$ cat src/verilog/hmd_pkg.sv
// Package: constants and carriers for the host mode, decode and port select block
package hmd_pkg;

  // I/O window
  localparam logic [9:0] HMD_IO_BASE_300 = 10'h300;
  localparam logic [9:0] HMD_IO_STEP = 10'h020;
  localparam int HMD_IO_WINDOW_BYTES = 24;
  localparam int HMD_APROM_BYTES = 16;
  // Boot ROM window
  localparam logic [23:0] HMD_ROM_BASE_300 = 24'h0c8000;
  localparam logic [23:0] HMD_ROM_STEP = 24'h004000;
  localparam int HMD_ROM_WINDOW_BYTES = 16384;

  // Register offsets (byte addresses)
  localparam logic [7:0] HMD_REG_CTRL = 8'h00;
  localparam logic [7:0] HMD_REG_MODE = 8'h04;
  localparam logic [7:0] HMD_REG_STATUS = 8'h08;
  // Field positions
  localparam int HMD_CTRL_PINSEL_BIT = 0;
  localparam int HMD_CTRL_AUTO_BIT = 1;
  localparam int HMD_MODE_PSEL_LO = 7;
  // Reset values
  localparam logic [31:0] HMD_CTRL_RESET = 32'h0000_0000;
  localparam logic [31:0] HMD_MODE_RESET = 32'h0000_0000;

  // Port select codes
  localparam logic [1:0] HMD_PSEL_AUI = 2'h0;
  localparam logic [1:0] HMD_PSEL_TP = 2'h1;

  // Strap sample delay after reset release, cycles
  localparam int HMD_STRAP_WAIT = 2;

  typedef enum logic [2:0]
  {
    HMD_IDLE = 3'b000,
    HMD_LO = 3'b001,
    HMD_HI = 3'b010,
    HMD_WR_LO = 3'b011,
    HMD_WR_HI = 3'b100,
    HMD_DONE = 3'b101
  } hmd_state_t;

  typedef struct packed
  {
    logic rd;
    logic wr;
    logic [15:0] addr;
    logic [15:0] wdata;
  } hmd_mem_req_t;

endpackage : hmd_pkg

$ cat src/verilog/hmd_port_sel.sv
// Network port selection: automatic, software or pin
`timescale 1ns/10ps
module hmd_port_sel
(
  input wire logic ref_clk_i,
  input wire logic nrst_i,
  input wire logic auto_en_i,
  input wire logic pin_sel_en_i,
  input wire logic [1:0] port_select_field_i,
  input wire logic port_select_pin_i,
  input wire logic tp_link_i,
  input wire logic aui_link_i,
  output logic tp_active_o,
  output logic aui_active_o
);
  import hmd_pkg::*;

  logic pin_s1;
  logic pin_s2;
  logic tp_sel;
  logic next_tp_sel;

  always_comb
  begin
    if (pin_sel_en_i)
      next_tp_sel = pin_s2;
    else if (auto_en_i)
      next_tp_sel = tp_link_i || !aui_link_i;
    else
      next_tp_sel = (port_select_field_i == HMD_PSEL_TP);
  end

  always_ff @(posedge ref_clk_i)
  begin
    if (!nrst_i)
    begin
      pin_s1 <= 1'b1;
      pin_s2 <= 1'b1;
      tp_sel <= 1'b0;
    end
    else
    begin
      pin_s1 <= port_select_pin_i;
      pin_s2 <= pin_s1;
      tp_sel <= next_tp_sel;
    end
  end

  // One-hot by construction
  assign tp_active_o = tp_sel;
  assign aui_active_o = !tp_sel;

  property p_one_port;
    @(posedge ref_clk_i) disable iff (!nrst_i)
      tp_active_o != aui_active_o;
  endproperty
  a_one_port: assert property (p_one_port) else $error("both or no port active");
  property p_pin_sel;
    @(posedge ref_clk_i) disable iff (!nrst_i)
      $stable(pin_sel_en_i) && pin_sel_en_i && $past(pin_sel_en_i) |-> tp_sel == $past(pin_s2);
  endproperty
  a_pin_sel: assert property (p_pin_sel) else $error("pin select not followed");
endmodule : hmd_port_sel

$ cat src/verilog/hmd_top.sv
// Host mode, address decode, byte conversion and port select top
// Operation
// - Bus-master versus shared-memory chosen by strap only, not software.
// - Bus-master boot ROM decoded in memory, window at most 16 KB.
// - Boot ROM base follows I/O base; 300h pairs with C8000h.
// - Bus-master device select from on-chip comparators using I/O map straps.
// - Address ROM, config and controller registers decode a 24-byte window.
// - Bus-master buffers in host memory, touched only while master.
// - Shared-memory structures in device SRAM, also reachable by host.
// - Shared mode: ROM match causes two byte reads, 16-bit word returned.
// - Shared mode: SRAM match causes byte-wide SRAM access for 16-bit host.
// - Full private address compared against prefetch address for hit/miss.
// - Shared mode still decodes registers and address ROM on chip.
// - Exactly one network port active at any time.
// - Automatic selection picks linked port, twisted-pair preferred.
// - Software selection uses two-bit port select field, mode bits 8:7.
// - Pin select enabled: pin high twisted-pair, low AUI.
// - Straps 00,01,10,11 give I/O base 300h,320h,340h,360h.
// - Pin select disabled: pin ignored, automatic selection if enabled, else software selection.
// - Shared strap sampled after reset; low means shared-memory mode.
// - Boot ROM chip select when ROM match and memory read both active.
`timescale 1ns/10ps
module hmd_top
(
  input wire logic ref_clk_i,
  input wire logic nrst_i,
  // AXI4-Lite slave
  input wire logic [7:0] s_axi_awaddr,
  input wire logic s_axi_awvalid,
  output logic s_axi_awready,
  input wire logic [31:0] s_axi_wdata,
  input wire logic [3:0] s_axi_wstrb,
  input wire logic s_axi_wvalid,
  output logic s_axi_wready,
  output logic [1:0] s_axi_bresp,
  output logic s_axi_bvalid,
  input wire logic s_axi_bready,
  input wire logic [7:0] s_axi_araddr,
  input wire logic s_axi_arvalid,
  output logic s_axi_arready,
  output logic [31:0] s_axi_rdata,
  output logic [1:0] s_axi_rresp,
  output logic s_axi_rvalid,
  input wire logic s_axi_rready,
  // Straps and pins
  input wire logic shared_mode_strap_i,
  input wire logic io_map_strap0_i,
  input wire logic io_map_strap1_i,
  input wire logic port_select_pin_i,
  input wire logic tp_link_i,
  input wire logic aui_link_i,
  // Host bus
  input wire logic [23:0] host_addr_i,
  input wire logic io_rd_n_i,
  input wire logic io_wr_n_i,
  input wire logic mem_rd_n_i,
  input wire logic mem_wr_n_i,
  input wire logic boot_rom_match_in_n_i,
  input wire logic shared_mem_match_in_n_i,
  input wire logic bus_master_grant_i,
  input wire hmd_pkg::hmd_mem_req_t host_req_i,
  output logic [15:0] host_rdata_o,
  output logic host_ready_o,
  output logic dev_sel_o,
  output logic aprom_sel_o,
  output logic boot_rom_sel_o,
  output logic host_dma_en_o,
  output logic shared_mode_o,
  // Private bus
  output logic [15:0] private_addr_bus_o,
  input wire logic [7:0] private_data_i,
  output logic [7:0] private_data_o,
  output logic private_data_oe_o,
  output logic boot_rom_chip_select_n_o,
  output logic sram_oe_n_o,
  output logic sram_we_n_o,
  output logic tp_active_o,
  output logic aui_active_o
);
  import hmd_pkg::*;

  ////////////////////////////////////////////////////////////////////////////
  // Input synchronisers, the ten strap, strobe, match and grant pins pass two flops
  localparam int NS = 10;
  logic [NS-1:0] sy1;
  logic [NS-1:0] sy2;
  logic [NS-1:0] pin_raw;
  assign pin_raw = {shared_mode_strap_i, io_map_strap0_i, io_map_strap1_i, io_rd_n_i,
                    io_wr_n_i, mem_rd_n_i, mem_wr_n_i, boot_rom_match_in_n_i,
                    shared_mem_match_in_n_i, bus_master_grant_i};
  always_ff @(posedge ref_clk_i)
  begin
    if (!nrst_i)
    begin
      sy1 <= {NS{1'b1}};
      sy2 <= {NS{1'b1}};
    end
    else
    begin
      sy1 <= pin_raw;
      sy2 <= sy1;
    end
  end
  logic s_strap;
  logic s_map0;
  logic s_map1;
  logic s_iord_n;
  logic s_iowr_n;
  logic s_memrd_n;
  logic s_memwr_n;
  logic s_rom_n;
  logic s_shm_n;
  logic s_grant;
  assign {s_strap, s_map0, s_map1, s_iord_n, s_iowr_n, s_memrd_n, s_memwr_n,
          s_rom_n, s_shm_n, s_grant} = sy2;

  ////////////////////////////////////////////////////////////////////////////
  // Strap capture after reset; no software path reaches it
  logic [1:0] wait_cnt;
  logic [1:0] next_wait_cnt;
  logic shared_mode;
  logic next_shared_mode;
  always_comb
  begin
    next_wait_cnt = wait_cnt;
    next_shared_mode = shared_mode;
    // Synchroniser holds its reset value for two edges, so sample only after it
    if (wait_cnt != 2'(HMD_STRAP_WAIT + 1))
    begin
      next_wait_cnt = wait_cnt + 2'h1;
      if (wait_cnt == 2'(HMD_STRAP_WAIT))
        next_shared_mode = !s_strap;
    end
  end
  always_ff @(posedge ref_clk_i)
  begin
    if (!nrst_i)
    begin
      wait_cnt <= 2'h0;
      shared_mode <= 1'b0;
    end
    else
    begin
      wait_cnt <= next_wait_cnt;
      shared_mode <= next_shared_mode;
    end
  end
  assign shared_mode_o = shared_mode;

  ////////////////////////////////////////////////////////////////////////////
  // Address decode
  logic [9:0] io_base;
  logic [23:0] rom_base;
  logic [1:0] map_sel;
  logic [9:0] io_off;
  logic [23:0] rom_off;
  assign map_sel = {s_map1, s_map0};
  assign io_base = HMD_IO_BASE_300 + 10'(HMD_IO_STEP * map_sel);
  assign rom_base = HMD_ROM_BASE_300 + 24'(HMD_ROM_STEP * map_sel);
  assign io_off = host_addr_i[9:0] - io_base;
  assign rom_off = host_addr_i - rom_base;
  logic io_hit;
  assign io_hit = (host_addr_i[23:10] == 14'h0) && (host_addr_i[9:0] >= io_base)
                  && (io_off < 10'(HMD_IO_WINDOW_BYTES));
  logic rom_hit_bm;
  assign rom_hit_bm = !shared_mode && (host_addr_i >= rom_base)
                      && (rom_off < 24'(HMD_ROM_WINDOW_BYTES));
  logic rom_hit;
  assign rom_hit = shared_mode ? !s_rom_n : rom_hit_bm;
  assign dev_sel_o = io_hit && (!s_iord_n || !s_iowr_n);
  assign aprom_sel_o = io_hit && !s_iord_n && (io_off < 10'(HMD_APROM_BYTES));
  assign boot_rom_sel_o = rom_hit && !s_memrd_n;
  assign host_dma_en_o = !shared_mode && s_grant;

  ////////////////////////////////////////////////////////////////////////////
  // Registers
  logic [31:0] ctrl_reg;
  logic [31:0] mode_reg;
  logic [31:0] next_ctrl_reg;
  logic [31:0] next_mode_reg;
  logic aw_hold;
  logic w_hold;
  logic [7:0] aw_addr;
  logic [31:0] w_data;
  logic [3:0] w_strb;
  logic bvalid;
  logic [1:0] bresp;
  logic rvalid;
  logic [31:0] rdata;
  logic [1:0] rresp;
  logic do_write;
  logic state_busy;
  assign s_axi_awready = !aw_hold && !bvalid;
  assign s_axi_wready = !w_hold && !bvalid;
  assign s_axi_arready = !rvalid;
  assign do_write = aw_hold && w_hold && !bvalid;
  function automatic logic [31:0] merge(input logic [31:0] old, input logic [31:0] d,
                                        input logic [3:0] st);
    logic [31:0] r;
    r = old;
    for (int i = 0; i < 4; i++)
      if (st[i])
        r[8*i +: 8] = d[8*i +: 8];
    return r;
  endfunction : merge
  always_comb
  begin
    next_ctrl_reg = ctrl_reg;
    next_mode_reg = mode_reg;
    if (do_write && aw_addr == HMD_REG_CTRL)
      next_ctrl_reg = merge(ctrl_reg, w_data, w_strb) & 32'h0000_0003;
    if (do_write && aw_addr == HMD_REG_MODE)
      next_mode_reg = merge(mode_reg, w_data, w_strb) & 32'h0000_0180;
  end
  always_ff @(posedge ref_clk_i)
  begin
    if (!nrst_i)
    begin
      ctrl_reg <= HMD_CTRL_RESET;
      mode_reg <= HMD_MODE_RESET;
      aw_hold <= 1'b0;
      w_hold <= 1'b0;
      aw_addr <= 8'h00;
      w_data <= 32'h0000_0000;
      w_strb <= 4'h0;
      bvalid <= 1'b0;
      bresp <= 2'h0;
      rvalid <= 1'b0;
      rdata <= 32'h0000_0000;
      rresp <= 2'h0;
    end
    else
    begin
      ctrl_reg <= next_ctrl_reg;
      mode_reg <= next_mode_reg;
      if (s_axi_awvalid && s_axi_awready)
      begin
        aw_hold <= 1'b1;
        aw_addr <= s_axi_awaddr;
      end
      if (s_axi_wvalid && s_axi_wready)
      begin
        w_hold <= 1'b1;
        w_data <= s_axi_wdata;
        w_strb <= s_axi_wstrb;
      end
      if (do_write)
      begin
        aw_hold <= 1'b0;
        w_hold <= 1'b0;
        bvalid <= 1'b1;
        bresp <= (aw_addr == HMD_REG_CTRL || aw_addr == HMD_REG_MODE) ? 2'h0 : 2'h2;
      end
      else if (bvalid && s_axi_bready)
        bvalid <= 1'b0;
      if (s_axi_arvalid && s_axi_arready)
      begin
        rvalid <= 1'b1;
        rresp <= 2'h0;
        unique case (s_axi_araddr)
          HMD_REG_CTRL: rdata <= ctrl_reg;
          HMD_REG_MODE: rdata <= mode_reg;
          HMD_REG_STATUS: rdata <= {27'h0, state_busy, map_sel, tp_active_o, shared_mode};
          default:
          begin
            rdata <= 32'h0000_0000;
            rresp <= 2'h2;
          end
        endcase
      end
      else if (rvalid && s_axi_rready)
        rvalid <= 1'b0;
    end
  end
  assign s_axi_bvalid = bvalid;
  assign s_axi_bresp = bresp;
  assign s_axi_rvalid = rvalid;
  assign s_axi_rdata = rdata;
  assign s_axi_rresp = rresp;

  ////////////////////////////////////////////////////////////////////////////
  // Shared-mode byte conversion with prefetch
  hmd_state_t state;
  hmd_state_t next_state;
  logic [15:0] pa;
  logic [15:0] next_pa;
  logic [15:0] rbuf;
  logic [15:0] next_rbuf;
  logic [15:0] pf_addr;
  logic [15:0] next_pf_addr;
  logic pf_valid;
  logic next_pf_valid;
  logic [7:0] pf_byte;
  logic [7:0] next_pf_byte;
  logic is_rom;
  logic next_is_rom;
  logic sram_go;
  logic rom_go;
  logic pf_hit;
  assign state_busy = (state != HMD_IDLE);
  assign sram_go = shared_mode && !s_shm_n && host_req_i.rd != host_req_i.wr;
  assign rom_go = shared_mode && !s_rom_n && !s_memrd_n;
  assign pf_hit = pf_valid && (pf_addr == host_req_i.addr);
  always_comb
  begin
    next_state = state;
    next_pa = pa;
    next_rbuf = rbuf;
    next_pf_addr = pf_addr;
    next_pf_valid = pf_valid;
    next_pf_byte = pf_byte;
    next_is_rom = is_rom;
    unique case (state)
      HMD_IDLE:
        if (rom_go || (sram_go && host_req_i.rd))
        begin
          next_is_rom = rom_go;
          next_pa = host_req_i.addr;
          if (!rom_go && pf_hit)
          begin
            next_rbuf[7:0] = pf_byte;
            next_pa = host_req_i.addr + 16'h1;
            next_state = HMD_HI;
          end
          else
          begin
            next_pf_valid = 1'b0;
            next_state = HMD_LO;
          end
        end
        else if (sram_go)
        begin
          next_pa = host_req_i.addr;
          next_pf_valid = 1'b0;
          next_state = HMD_WR_LO;
        end
      HMD_LO:
      begin
        next_rbuf[7:0] = private_data_i;
        next_pa = pa + 16'h1;
        next_state = HMD_HI;
      end
      HMD_HI:
      begin
        next_rbuf[15:8] = private_data_i;
        if (!is_rom)
        begin
          next_pf_addr = pa + 16'h1;
          next_pf_valid = 1'b1;
          next_pf_byte = 8'h00;
        end
        next_state = HMD_DONE;
      end
      HMD_WR_LO:
      begin
        next_pa = pa + 16'h1;
        next_state = HMD_WR_HI;
      end
      HMD_WR_HI:
        next_state = HMD_DONE;
      HMD_DONE:
        if (s_memrd_n && s_memwr_n)
          next_state = HMD_IDLE;
      default:
        next_state = HMD_IDLE;
    endcase
  end
  always_ff @(posedge ref_clk_i)
  begin
    if (!nrst_i)
    begin
      state <= HMD_IDLE;
      pa <= 16'h0000;
      rbuf <= 16'h0000;
      pf_addr <= 16'h0000;
      pf_valid <= 1'b0;
      pf_byte <= 8'h00;
      is_rom <= 1'b0;
    end
    else
    begin
      state <= next_state;
      pa <= next_pa;
      rbuf <= next_rbuf;
      pf_addr <= next_pf_addr;
      pf_valid <= next_pf_valid;
      pf_byte <= (state == HMD_DONE && pf_valid && !is_rom) ? private_data_i : next_pf_byte;
      is_rom <= next_is_rom;
    end
  end
  assign private_addr_bus_o = (state == HMD_DONE) ? pf_addr : pa;
  assign private_data_o = (state == HMD_WR_LO) ? host_req_i.wdata[7:0]
                                                : host_req_i.wdata[15:8];
  assign private_data_oe_o = (state == HMD_WR_LO) || (state == HMD_WR_HI);
  assign sram_we_n_o = !private_data_oe_o;
  assign sram_oe_n_o = !(!is_rom && (state == HMD_LO || state == HMD_HI || state == HMD_DONE));
  assign boot_rom_chip_select_n_o = !(!s_rom_n && !s_memrd_n);
  assign host_rdata_o = rbuf;
  assign host_ready_o = (state == HMD_DONE);

  ////////////////////////////////////////////////////////////////////////////
  hmd_port_sel u_port_sel
  (
    .ref_clk_i(ref_clk_i),
    .nrst_i(nrst_i),
    .auto_en_i(ctrl_reg[HMD_CTRL_AUTO_BIT]),
    .pin_sel_en_i(ctrl_reg[HMD_CTRL_PINSEL_BIT]),
    .port_select_field_i(mode_reg[HMD_MODE_PSEL_LO +: 2]),
    .port_select_pin_i(port_select_pin_i),
    .tp_link_i(tp_link_i),
    .aui_link_i(aui_link_i),
    .tp_active_o(tp_active_o),
    .aui_active_o(aui_active_o)
  );

  // Synchroniser bits read directly: ROM match is bit 2, memory read bit 4
  property p_rom_cs;
    @(posedge ref_clk_i) disable iff (!nrst_i)
      (!sy2[2] && !sy2[4]) |-> !boot_rom_chip_select_n_o;
  endproperty
  a_rom_cs: assert property (p_rom_cs) else $error("rom cs");
  property p_base300;
    @(posedge ref_clk_i) disable iff (!nrst_i)
      map_sel == 2'h0 |-> io_base == 10'h300 && rom_base == 24'h0c8000;
  endproperty
  a_base300: assert property (p_base300) else $error("base pair");
  property p_strap;
    @(posedge ref_clk_i) disable iff (!nrst_i)
      wait_cnt == 2'h3 && $past(wait_cnt) == 2'h3 |-> $stable(shared_mode);
  endproperty
  a_strap: assert property (p_strap) else $error("mode changed");
  property p_dma;
    @(posedge ref_clk_i) disable iff (!nrst_i)
      host_dma_en_o |-> s_grant && !shared_mode;
  endproperty
  a_dma: assert property (p_dma) else $error("dma without grant");
  property p_two_bytes;
    @(posedge ref_clk_i) disable iff (!nrst_i)
      state == HMD_LO |=> state == HMD_HI ##1 state == HMD_DONE;
  endproperty
  a_two_bytes: assert property (p_two_bytes) else $error("byte pair broken");
  property p_miss;
    @(posedge ref_clk_i) disable iff (!nrst_i)
      state == HMD_IDLE && next_state == HMD_LO |=> !pf_valid;
  endproperty
  a_miss: assert property (p_miss) else $error("miss");
  // Bases sit on 32-byte and 16 KB boundaries, so the windows are plain field matches
  property p_window;
    @(posedge ref_clk_i) disable iff (!nrst_i)
      io_hit |-> host_addr_i[9:5] == io_base[9:5] && host_addr_i[4:0] < 5'h18;
  endproperty
  a_window: assert property (p_window) else $error("io window");
  property p_bm_rom;
    @(posedge ref_clk_i) disable iff (!nrst_i)
      rom_hit_bm |-> host_addr_i[23:14] == rom_base[23:14];
  endproperty
  a_bm_rom: assert property (p_bm_rom) else $error("rom window");
endmodule : hmd_top
$ cat config.mk
export PLATFORM = sky130hd
export DESIGN_NAME = hmd_top
export DESIGN_NICKNAME = d
export VERILOG_FILES = /design/src/verilog/hmd_pkg.sv /design/src/verilog/hmd_port_sel.sv /design/src/verilog/hmd_top.sv
export SDC_FILE = /design/constraint.sdc
export NUM_CORES = 1
export LEC_CHECK = 0
export BUFFER_PORTS_ARGS = -buffer_cell sky130_fd_sc_hd__buf_2
export CAP_MARGIN = 20
export CORE_ASPECT_RATIO = 0.75
export CORE_MARGIN = 1
export CORE_UTILIZATION = 35
export DETAILED_ROUTE_END_ITERATION = 10
export PLACE_DENSITY = 0.57
export RECOVER_POWER = 100
export SLEW_MARGIN = 20
export SYNTH_ARGS = -nofsm -noshare
export SYNTH_HDL_FRONTEND = slang
export SYNTH_SLANG_ARGS = --single-unit
$ cat constraint.sdc
create_clock -name ref_clk_i -period 3.95 [get_ports ref_clk_i]
set_input_delay 0.5925 -clock ref_clk_i [delete_from_list [all_inputs] [get_ports ref_clk_i]]
set_output_delay 0.5925 -clock ref_clk_i [all_outputs]
set_load 0.02 [all_outputs]
# [Word level (Yosys, flattened, before mapping)]
# Cells that the tools add are included.
[totals] regBits=150 out_inout_bits=93 word_cells=177 inputBits=138
[op_classes] eq_ne=20 n_bitwise=2 mux=32 reduce_logical=83 magnitude_cmp=5 addsub=7
[ops] cell="$mux 16" count=4
[ops] cell="$mux 8" count=6
[ops] cell="$add 16x1->16 const B" count=2
[ops] cell="$logic_and 1x1->1" count=32
[ops] cell="$pmux 16 s2" count=1
[ops] cell="$pmux 9 s3" count=1
[ops] cell="$ge 24x21->1" count=1
[ops] cell="$lt 24x15->1 const B" count=1
[ops] cell="$sub 24x21->24" count=1
[ops] cell="$add 20x16->21 const A" count=1
[ops] cell="$lt 10x5->1 const B" count=2
[ops] cell="$logic_not 1->1" count=18
[ops] cell="$reduce_and 2->1" count=9
[ops] cell="$eq 16x16->1" count=1
[ops] cell="$eq 8x3->1 const B" count=2
[ops] cell="$logic_not 8->1" count=2
[ops] cell="$pmux 8 s2" count=1
[ops] cell="$pmux 3 s5" count=1
[ops] cell="$logic_not 14->1" count=1
[ops] cell="$reduce_bool 2->1" count=6
[ops] cell="$mux 1" count=11
[ops] cell="$add 9x8->10 const A" count=1
[ops] cell="$ge 10x10->1" count=1
[ops] cell="$sub 10x10->10" count=1
[ops] cell="other kinds (22)" count=42

# [Depth between registers and ports, before layout]
# Gate-level depths: netlist of the first run.
[logic_depth] ltp_word=8 mapped_depth=9 mapped_depth_nobuf=7

# [By module]
# A second synthesis of the first run with hierarchy kept.
[hier_totals] cells_unflattened=726 area_unflattened_um2=6147.1
[by_module_without_submodules] mod="hmd_top" instances=1 area_per_inst_um2=6020.8 seq_area_each_um2=2302.2 cells_each=714
[by_module_without_submodules] mod="hmd_port_sel" instances=1 area_per_inst_um2=126.4 seq_area_each_um2=60.1 cells_each=12

# [Worst setup path after synthesis of the first run]
# No wires, ideal clock.
[synth_timing] path_type="input port to output port" from="in host_addr_i[5]" to="out dev_sel_o" required_time_ns=3.357 slack_ns=0.843 n_path_buf=0 arrival_ns=2.514 cell_stages=7 path_cell_list="inv_1 ha_1 fa_1 and4b_1 nand4_1 a2111oi_0 a21boi_0"
[synth_between] elab_chain_cells=4 elab_cells_between_ends=6 classes_between="1 x add/sub; 2 x order compare; 3 x reduce/logical"
[synth_rtl] item="start, declared" line_no="hmd_top.sv:53" text="input wire logic [23:0] host_addr_i,"
[synth_rtl] item="$sub 10x10->10 or $ge 10x10->1 (tied branches)" line_no="hmd_top.sv:160, hmd_top.sv:163"
[synth_rtl] item="$lt 10x5->1 or $logic_and 1x1->1 (tied branches)" line_no="hmd_top.sv:164, hmd_top.sv:163"
[synth_rtl] item="$logic_and 1x1->1 (*)" line_no="hmd_top.sv:164" text="&& (io_off < 10'(HMD_IO_WINDOW_BYTES));"
[synth_rtl] item="$logic_and 1x1->1 (*)" line_no="hmd_top.sv:170" text="assign dev_sel_o = io_hit && (!s_iord_n || !s_iowr_n);"
[synth_rtl] item="end, declared" line_no="hmd_top.sv:64" text="output logic dev_sel_o,"
# Mark *: on every way between the ends. The rest lies on a longest branch, timed or not.

# [Final worst setup path of the first run]
[layout_timing] from="reg sy2[8]" to="out dev_sel_o"
[layout_between] elab_chain_cells=5 elab_cells_between_ends=7 classes_between="2 x add/sub; 2 x order compare; 3 x reduce/logical"
[layout_rtl] item="start, declared" line_no="hmd_top.sv:86" text="logic [NS-1:0] sy2;"
[layout_rtl] item="start signal, assigned" line_no="hmd_top.sv:96" text="sy2 <= {NS{1'b1}};"
[layout_rtl] item="start signal, assigned" line_no="hmd_top.sv:101" text="sy2 <= sy1;"
[layout_rtl] item="$add 9x8->10 (*)" line_no="hmd_top.sv:158" text="assign io_base = HMD_IO_BASE_300 + 10'(HMD_IO_STEP * map_sel);"
[layout_rtl] item="$sub 10x10->10 or $ge 10x10->1 (tied branches)" line_no="hmd_top.sv:160, hmd_top.sv:163"
[layout_rtl] item="$lt 10x5->1 or $logic_and 1x1->1 (tied branches)" line_no="hmd_top.sv:164, hmd_top.sv:163"
[layout_rtl] item="$logic_and 1x1->1 (*)" line_no="hmd_top.sv:164"
[layout_rtl] item="$logic_and 1x1->1 (*)" line_no="hmd_top.sv:170"
# Marks and branches as above.

==> flow_summary.yaml, run 1 <==
status:
  outcome: "finished with violations"
  violations: "capacitance limit, slew limit"
detailed_routing:
  finalWirelength_um: 16200
  dr.pass1.iters: 4
  wl_per_cell_um: 14.6
  vias: 5435
  vias_per_cell: 4.88
  ant_nets: 0
  drc: 0
  drt_iter0_markers: 239
sta:
  clock_skew_ns: 0.00912
  worstMarginPinSlew_ns: 2.32
  hold_viol: 0
  tns_ns: 0
  fin_crit_sh_pct: 86.1
  rsz0062_at_grt: "false"
  finalSetupViolations: 0
  slew_viol_final: 120
  hold_ws_ns: 0.348
  max_slew_margin_pct: -54.4
  finalCriticalPeriod_ns: 3.40
  fmax_mhz: 294
clock_tree:
  clock-sinks: 118
  post-cts-setup-buffer-count: 0
  cts_buffer_depth: 2
  htree_levels: 4
  clk_latency_ns: 0.41
  clk_pin_slew_ns: 0.06
  cts_tree: "built"
  cts_buffers: 17
  root_buffer: "clkbuf_16"
  holdBufCountCts: 0
  cts_resized: 0
placement:
  dpl_cell_area_um2: 7150
  hpwl_um: 11800
  place.port_buffers: 170
  place_congestion: 0.849
synthesis:
  ys_ff_latch: 118
  async_flop_share_pct: 0
  synth-seq-area-share_pct: 38.2
  syn_inst: 707
  synth_ff_type: "dfxtp_1"
  synth_area_per_cell_um2: 8.75
  ys_types: 66
  synth_area_um2: 6190
  yosys_warnings: 0
  synth-edff-count: 0
cells_and_area:
  diodes: 0
  final_cell_area_um2: 7580
  fill_cells: 1777
  syn2layout_area_growth_pct: 22.4
  drive_gt1_share_pct: 20.7
  nNetsFinal: 1013
worst_setup_path:
  crit_type: "reg -> out"
  crit_path_end_kind: "output pin"
  path_cells: "ha_1, fa_1, and4b_1, nand4_1, a2111oi_0, a21boi_0, clkbuf_1"
  cp.arrival_ns: 2.81
  crit_fanout: 3
  required_ns: 3.36
  critPathSlowestCell: "a2111oi_0"
  max_stage_delay_ns: 0.53
  reg2reg_slack_ns: 0.72
  cp-start-kind: "register"
grt:
  grt_overflow: 0
  antenna_found_initial: 0
  grt.total_usage_pct: 18.6
  grt_max_degree: 51
  grt_pass1_vias: 5093
  grt_pass1_wl_um: 26200
floorplanning:
  dieWidth_um: 156
  start_util_pct: 36.3
  ios: 231
  die-area_um2: 18200
  die_h_um: 117
  core-area_um2: 17000
  rows: 41
run:
  max_cap_violations: 3
power_and_ir_drop:
  power.density_nw_per_um2: 416
  p_leak_uw: 0.00288
  peakVddDrop_uv: 352
  p_total_uw: 3150
hold_path:
  hold_path.class: "in -> reg"
==> per-stage QoR <==
stage | cells | setup WS [ns] | util [%]
floorplan | 733 | 0.843 | -
global placement | 1082 | 0.721 | 42.0
detailed placement | 1082 | 0.683 | 42.0
CTS | 1114 | 0.575 | 45.4
global route | 1114 | 0.275 | 44.5
finish | 1114 | 0.550 | 44.5
==> worst max-delay path, delay by kind of cell (launching register included) <==
family	cells	cell delay (ns)
DFF	1	0.35
and+or+nand+nor	2	0.29
buffers and inverters	1	0.25
AOI/OAI and AO/OA	2	0.77
adders and majority gates	2	0.73
==> cell usage after synthesis, drive strengths merged (17+ instances only) <==
| cell type | n | area share, % |
|---|---|---|
| dfxtp | 118 | 38 |
| inv | 20 | 1.2 |
| nor2 | 76 | 4.6 |
| xnor2 | 28 | 4.0 |
| clkbuf | 25 | 1.5 |
| nand2b | 30 | 3.1 |
| a21oi | 39 | 3.3 |
| a211oi | 22 | 2.7 |
| mux2i | 28 | 4.5 |
| xor2 | 17 | 2.4 |
| buf | 40 | 4.4 |
| mux2 | 26 | 4.7 |
| o21ai | 26 | 2.3 |
| nand2 | 50 | 3.0 |
==> report_power, final <==
part,internal [µW],switching (µW)
Clock,884,614
Combinational,143,227
Sequential,1240,43.0
==> cells by family (layout without fill, tap and decap cells) <==
family	count (synthesis)	count (layout)	share of synthesized area [%]
simple gates	252	252	21.3
compound gates	142	142	15.6
flops	118	118	38.2
buf+inv	85	230	7.12
mux	54	54	9.26
xor+xnor	45	45	6.37
fa+ha+maj	10	10	2.14
other cells	1	27	0.0606
==> worst paths after layout <==
kind	depth (start not counted)	start	end
worst max-delay path	7	sy2[8]	dev_sel_o
worst min register to register	1	u_port_sel.pin_s1	u_port_sel.pin_s2
worst max register to register	6	pf_addr[0]	state[0]
worst min-delay path	2	s_axi_rready	s_axi_rvalid
==> final cells by class <==
type | instances | area, µm² | share of cell area [%]
sequential | 118 | 2360 | 31.2
tap | 236 | 295 | 3.90
timing repair buffer | 178 | 812 | 10.7
multi-input combinational | 530 | 3460 | 45.6
inverter | 20 | 75.1 | 0.991
clock buffer | 18 | 429 | 5.66
clock inverter | 14 | 145 | 1.92
==> cell usage in the layout, fill, tap and decap left out, drive strengths merged, types with 3 or more instances in the layout <==
| cell | instances |
|---|---|
| a22oi | 15 |
| a21oi | 39 |
| mux2 | 26 |
| o21a | 5 |
| a21boi | 3 |
| and3 | 10 |
| a211oi | 22 |
| nor4 | 15 |
| inv | 26 |
| xnor2 | 28 |
| nor3 | 10 |
| clkbuf | 87 |
| and4 | 3 |
| conb | 27 |
| nand4 | 13 |
| or4 | 3 |
| or2 | 5 |
| nor2b | 7 |
| clkinv | 4 |
| xor2 | 17 |
| nand2 | 50 |
| a311oi | 9 |
| buf | 109 |
| nand3 | 15 |
| ha | 9 |
| clkinvlp | 3 |
| nand2b | 30 |
| mux2i | 28 |
| and2 | 3 |
| o22ai | 7 |
| or3 | 3 |
| o21ai | 26 |
| dfxtp | 118 |
| nor2 | 76 |
==> routing by layer <==
layer / up-vias / global-route usage, % / wire length (µm) / part of all wire [%]
li1: 2783 / - / - / -
met1: 2486 / 24.8 / 8020 / 49
met2: 154 / 28.7 / 6910 / 43
met3: 12 / 6.26 / 1170 / 7.2
met4: 0 / 5.10 / 127 / 0.78
met5: - / 0 / 0 / 0
Power figures use the tool's default switching activity.
==> run 2: changes to the inputs <==
--- a/config.mk
+++ b/config.mk
@@ -5,6 +5,7 @@
 export SDC_FILE = /design/constraint.sdc
 export NUM_CORES = 1
 export LEC_CHECK = 0
+export ABC_AREA = 1
 export BUFFER_PORTS_ARGS = -buffer_cell sky130_fd_sc_hd__buf_2
 export CAP_MARGIN = 20
 export CORE_ASPECT_RATIO = 0.75
==> constraint.sdc (replaced) <==
create_clock -name ref_clk_i -period 4.3 [get_ports ref_clk_i]
set_input_delay 0.645 -clock ref_clk_i [delete_from_list [all_inputs] [get_ports ref_clk_i]]
set_output_delay 0.645 -clock ref_clk_i [all_outputs]
set_load 0.02 [all_outputs]
==> flow_summary.yaml, run 2 <==
status:
  outcome: "finished with violations"
  violations: "capacitance limit, slew limit"
grt:
  grt_max_degree: 63
  antenna_found_initial: 1
  grt_overflow: 0
  grt_pass1_wl_um: 28900
  grt_pass1_vias: 5614
  grt.total_usage_pct: 20.1
hold_path:
  hold_path_end: "sy2[9]"
  hold_path.class: "reg -> reg"
  worstHoldStart: "sy1[9]"
  min_path_cells: 1
clock_tree:
  cts_resized: 0
  clk_latency_ns: 0.42
  cts_tree: "built"
  clock-sinks: 118
  cts_buffer_depth: 2
  post-cts-setup-buffer-count: 0
  holdBufCountCts: 0
  cts_buffers: 17
  clk_pin_slew_ns: 0.06
  root_buffer: "clkbuf_16"
  htree_levels: 4
detailed_routing:
  drt_iter0_markers: 446
  vias: 6467
  wl_per_cell_um: 13.5
  dr.pass1.iters: 6
  finalWirelength_um: 18600
  drc: 0
  vias_per_cell: 4.69
  ant_nets: 0
sta:
  slew_viol_final: 57
  finalSetupViolations: 0
  rsz0062_at_grt: "false"
  worstMarginPinSlew_ns: 2.25
  finalCriticalPeriod_ns: 3.18
  max_slew_margin_pct: -50.2
  clock_skew_ns: 0.0120
  tns_ns: 0
  hold_viol: 0
  fin_crit_sh_pct: 74.0
  setup_slack_ns: 1.12
  fmax_mhz: 314
synthesis:
  synth_area_per_cell_um2: 6.69
  synthTopCellsByArea: "dfxtp_1, nand2_1, o21ai_0, inv_1, a21oi_1"
  synth-edff-count: 0
  yosys_warnings: 0
  syn_inst: 960
  synth_area_leader_cell: "dfxtp_1"
  ys_types: 44
  synth_top_area_share_pct: 36.8
  synth-seq-area-share_pct: 36.8
  synth_ff_type: "dfxtp_1"
  async_flop_share_pct: 0
  synth_area_um2: 6420
  post-synth-top-count-cell: "nand2_1"
  ys_ff_latch: 118
  yosys-top-cells-count: "nand2_1, dfxtp_1, inv_1"
power_and_ir_drop:
  power.density_nw_per_um2: 561
  switchingPower_uw: 1780
  p_leak_uw: 0.00360
  seqPwrFrac_pct: 33.5
  intPower_uw: 2630
  switching_share_pct: 40.4
  peakVddDrop_uv: 231
  pwr-share-comb_pct: 34.7
  power_frac_clock_pct: 31.8
cells_and_area:
  drive_gt1_share_pct: 17.0
  final_common_cell: "nand2_1"
  instances_no_fill: 1378
  nNetsFinal: 1270
  final_cell_area_um2: 7860
  final_cell_mix: "nand2_1, inv_1, dfxtp_1"
  syn2layout_area_growth_pct: 22.4
floorplanning:
  rows: 42
  dieWidth_um: 158
  ios: 231
  core-area_um2: 17800
  start_util_pct: 36.0
  die-area_um2: 18900
  die_h_um: 119
worst_setup_path:
  regToRegStartpoint: "shared_mode_o"
  worstReg2RegEnd: "host_rdata_o[3]"
  crit_type: "reg -> reg"
  ff2ff_path_depth: 11
  cp-start-kind: "register"
  required_ns: 4.60
  cp.arrival_ns: 3.49
  crit_path_end_kind: "register"
  crit_fanout: 24
  reg2reg_slack_ns: 1.12
placement:
  place.port_buffers: 170
  hpwl_um: 13700
  post-place-ws_ns: 1.35
  place_congestion: 0.853
  placed_cells_incl_taps: 1345
  dpl_cell_area_um2: 7370
run:
  max_cap_violations: 1
==> run 2: kinds of logic after synthesis <==
family,synth area share (%)
simple gates,28.6
compound gates,16.4
buf+inv,12.6
flops,36.8
xor+xnor,1.91
fa+ha+maj,2.07
mux,1.56
other cells,0.0584
==> run 2: metrics by stage <==
step / power [µW] / utilization, % / hold WS [ns]
after detailed placement: 3060 / 41.4 / 0.398
after floorplan: 2590 / - / 0.387
after global placement: 3050 / 41.4 / 0.393
after global routing: 4710 / 44.1 / 0.390
after CTS: 4480 / 44.6 / 0.396
final: 4410 / 44.1 / 0.408
==> run 2: area by class of cell <==
| type | count | area (µm²) |
|---|---|---|
| Multi-Input combinational cell | 684 | 3330 |
| Tap cell | 242 | 303 |
| Fill cell | 1948 | 9960 |
| Sequential cell | 118 | 2360 |
| Antenna cell | 1 | 2.50 |
| Inverter | 127 | 477 |
| Timing Repair Buffer | 174 | 797 |
| Clock buffer | 18 | 429 |
| Clock inverter | 14 | 153 |
==> run 2: power by group through the flow <==
stage	registers [µW]	clock network, µW	logic (µW)
after floorplan	1520	0	1080
after global placement	1490	0	1560
after detailed placement	1490	0	1570
after CTS	1470	1430	1580
after global routing	1510	1490	1710
final	1480	1400	1530
==> run 2: worst max-delay path by stage <==
stage,cells past startpoint,slack [ns],startpoint,endpoint
finish,11,1.12,shared_mode_o,host_rdata_o[3]
global route,11,0.80,shared_mode_o,host_rdata_o[1]
CTS,5,1.20,state[0],private_data_o[3]
detailed placement,9,1.35,host_addr_i[5],aprom_sel_o
global placement,9,1.38,host_addr_i[5],aprom_sel_o
floorplan,7,1.28,host_addr_i[5],aprom_sel_o
==> run 2: per-layer routing <==
| layer | share of wire [%] | GRT usage, % | wire, µm |
|---|---|---|---|
| met1 | 52 | 29.1 | 9640 |
| met2 | 41 | 28.4 | 7530 |
| met3 | 6.8 | 5.97 | 1250 |
| met4 | 0.72 | 5.41 | 133 |
| met5 | 0.054 | 0 | 10 |
==> run 2: worst max-delay path: stages (launching register included) <==
cell and delay [ns]:
dfxtp_1 0.46, inv_1 0.15, nor2_1 0.19, nand4_1 0.14, nand2_1 0.39, inv_1 0.16
nor2_4 0.49, nor2_2 0.05, a21oi_1 0.52, inv_1 0.30, nor2_1 0.16, nor2_1 0.06
==> run 3: changes to the inputs <==
--- a/config.mk
+++ b/config.mk
@@ -5,7 +5,7 @@
 export SDC_FILE = /design/constraint.sdc
 export NUM_CORES = 1
 export LEC_CHECK = 0
-export ABC_AREA = 1
+export ABC_AREA = 0
 export BUFFER_PORTS_ARGS = -buffer_cell sky130_fd_sc_hd__buf_2
 export CAP_MARGIN = 20
 export CORE_ASPECT_RATIO = 0.75
==> constraint.sdc (replaced) <==
create_clock -name ref_clk_i -period 3 [get_ports ref_clk_i]
set_input_delay 0.45 -clock ref_clk_i [delete_from_list [all_inputs] [get_ports ref_clk_i]]
set_output_delay 0.45 -clock ref_clk_i [all_outputs]
set_load 0.02 [all_outputs]
==> flow_summary.yaml, run 3 (synthesis results as in run 1) <==
power_and_ir_drop:
  peakVddDrop_uv: 371
  p_leak_uw: 0.00296
  power.density_nw_per_um2: 541
  p_total_uw: 4180
sta:
  worstMarginPinSlew_ns: 1.87
  finalCriticalPeriod_ns: 2.87
  rsz0062_at_grt: "true"
  clock_skew_ns: 0.0119
  finalSetupViolations: 0
  fin_crit_sh_pct: 95.7
  hold_viol: 0
  tns_ns: 0
  max_slew_margin_pct: -25.0
  slew_viol_final: 121
  fmax_mhz: 348
clock_tree:
  htree_levels: 4
  cts_buffers: 17
  clk_latency_ns: 0.42
  cts_tree: "built"
  clk_pin_slew_ns: 0.06
  clock-sinks: 118
  cts_buffer_depth: 2
  holdBufCountCts: 0
  root_buffer: "clkbuf_16"
floorplanning:
  core-area_um2: 17000
  die_h_um: 117
  die-area_um2: 18200
  ios: 231
  dieWidth_um: 156
  rows: 41
  start_util_pct: 36.3
worst_setup_path:
  crit_path_end_kind: "output pin"
  cp-start-kind: "register"
  cp.arrival_ns: 2.42
  ff2ff_path_depth: 7
  required_ns: 2.55
  crit_type: "reg -> out"
  regToRegStartpoint: "shared_mode_o"
  crit_fanout: 3
  reg2reg_slack_ns: 0.30
  worstReg2RegEnd: "pa[9]"
cells_and_area:
  syn2layout_area_growth_pct: 24.7
  nNetsFinal: 1026
  multi_input_area_um2: 3490
  final_cell_area_um2: 7720
  fill_cells: 1816
  final_cell_mix: "dfxtp_1, buf_2, nor2_1"
  final_common_cell: "dfxtp_1"
  regArea_um2: 2370
  diodes: 0
  drive_gt1_share_pct: 23.8
detailed_routing:
  wl_per_cell_um: 14.7
  vias_per_cell: 4.91
  drc: 0
  drt_iter0_markers: 314
  dr.pass1.iters: 6
  ant_nets: 0
  vias: 5530
  finalWirelength_um: 16600
hold_path:
  min_path_cells: 2
  hold_path.class: "in -> reg"
  worstHoldStart: "s_axi_rready"
  hold_path_end: "s_axi_rvalid"
placement:
  place_congestion: 0.841
  hpwl_um: 12000
  dpl_cell_area_um2: 7260
  place.port_buffers: 170
status:
  violations: "capacitance limit, slew limit"
  outcome: "finished with violations"
grt:
  grt_overflow: 0
  grt_pass1_vias: 5180
  grt.total_usage_pct: 18.8
  grt_pass1_wl_um: 26600
  antenna_found_initial: 1
  grt_max_degree: 86
run:
  max_cap_violations: 2
run 3: cell types whose count changed in the layout (fill, tap and decap cells not counted), moves of 26 or more:
cell	previous run	this run
nand2b_1	0	29
nor2_1	101	75
nand2_1	203	50
nand3_1	50	15
a21oi_1	86	37
inv_1	118	19
mux2i_1	1	28
o21ai_0	97	24
run 3: stage by stage:
stage	util, %	instances	setup WS [ns]	hold WS [ns]
CTS	46.1	1127	0.0306	0.192
global route	45.3	1127	-0.0200	0.192
detailed placement	42.6	1095	-0.0209	0.391
finish	45.3	1127	0.129	0.210
floorplan	-	733	0.178	0.386
global placement	42.6	1095	-0.0199	0.388
run 3: worst max path at each step:
stage / startpoint / endpoint / depth (start not counted)
after global placement: host_addr_i[5] / dev_sel_o / 10
final: sy2[8] / dev_sel_o / 8
after floorplan: host_addr_i[5] / dev_sel_o / 7
after detailed placement: host_addr_i[5] / dev_sel_o / 10
after CTS: sy2[8] / dev_sel_o / 8
after global routing: sy2[8] / dev_sel_o / 8
run 3: final cells by class:
type	count	share of cell area, %
clock inverters	14	1.80
clock buffers	18	5.69
repair buffers	191	11.8
flip-flops and latches	118	30.7
well taps	236	3.83
multi-input cells	530	45.2
inverters	20	0.973
run 3: worst max-delay path, stage by stage (launching register included):
cell       delay (ns)
dfxtp_4          0.36
ha_4             0.16
fa_1             0.48
and4b_1          0.19
nand4_1          0.14
a2111oi_4        0.22
buf_4            0.16
a21boi_2         0.14
buf_4            0.15
run 3: layer usage:
layer	vias up	share of wire, %	GRT usage, %
met1	2567	49	24.9
li1	2801	-	-
met4	2	0.77	4.64
met3	12	7.4	7.14
met2	148	43	28.8
met5	-	0.060	0
run 3: repair_timing:
| item | CTS | global route |
|---|---|---|
| gates resized for setup | 5 | 7 |
| pin swaps | 1 | 0 |
| setup endpoints to repair | 2 | 3 |
| buffers inserted | 0 | 0 |
run 3: power breakdown:
part           internal, µW  total, µW  switching, µW  leakage, µW
combinational           195        499            304      0.00173
clock                  1180       1990            808     0.000271
sequential             1630       1690           57.6     0.000960
total                  3010       4180           1170      0.00296
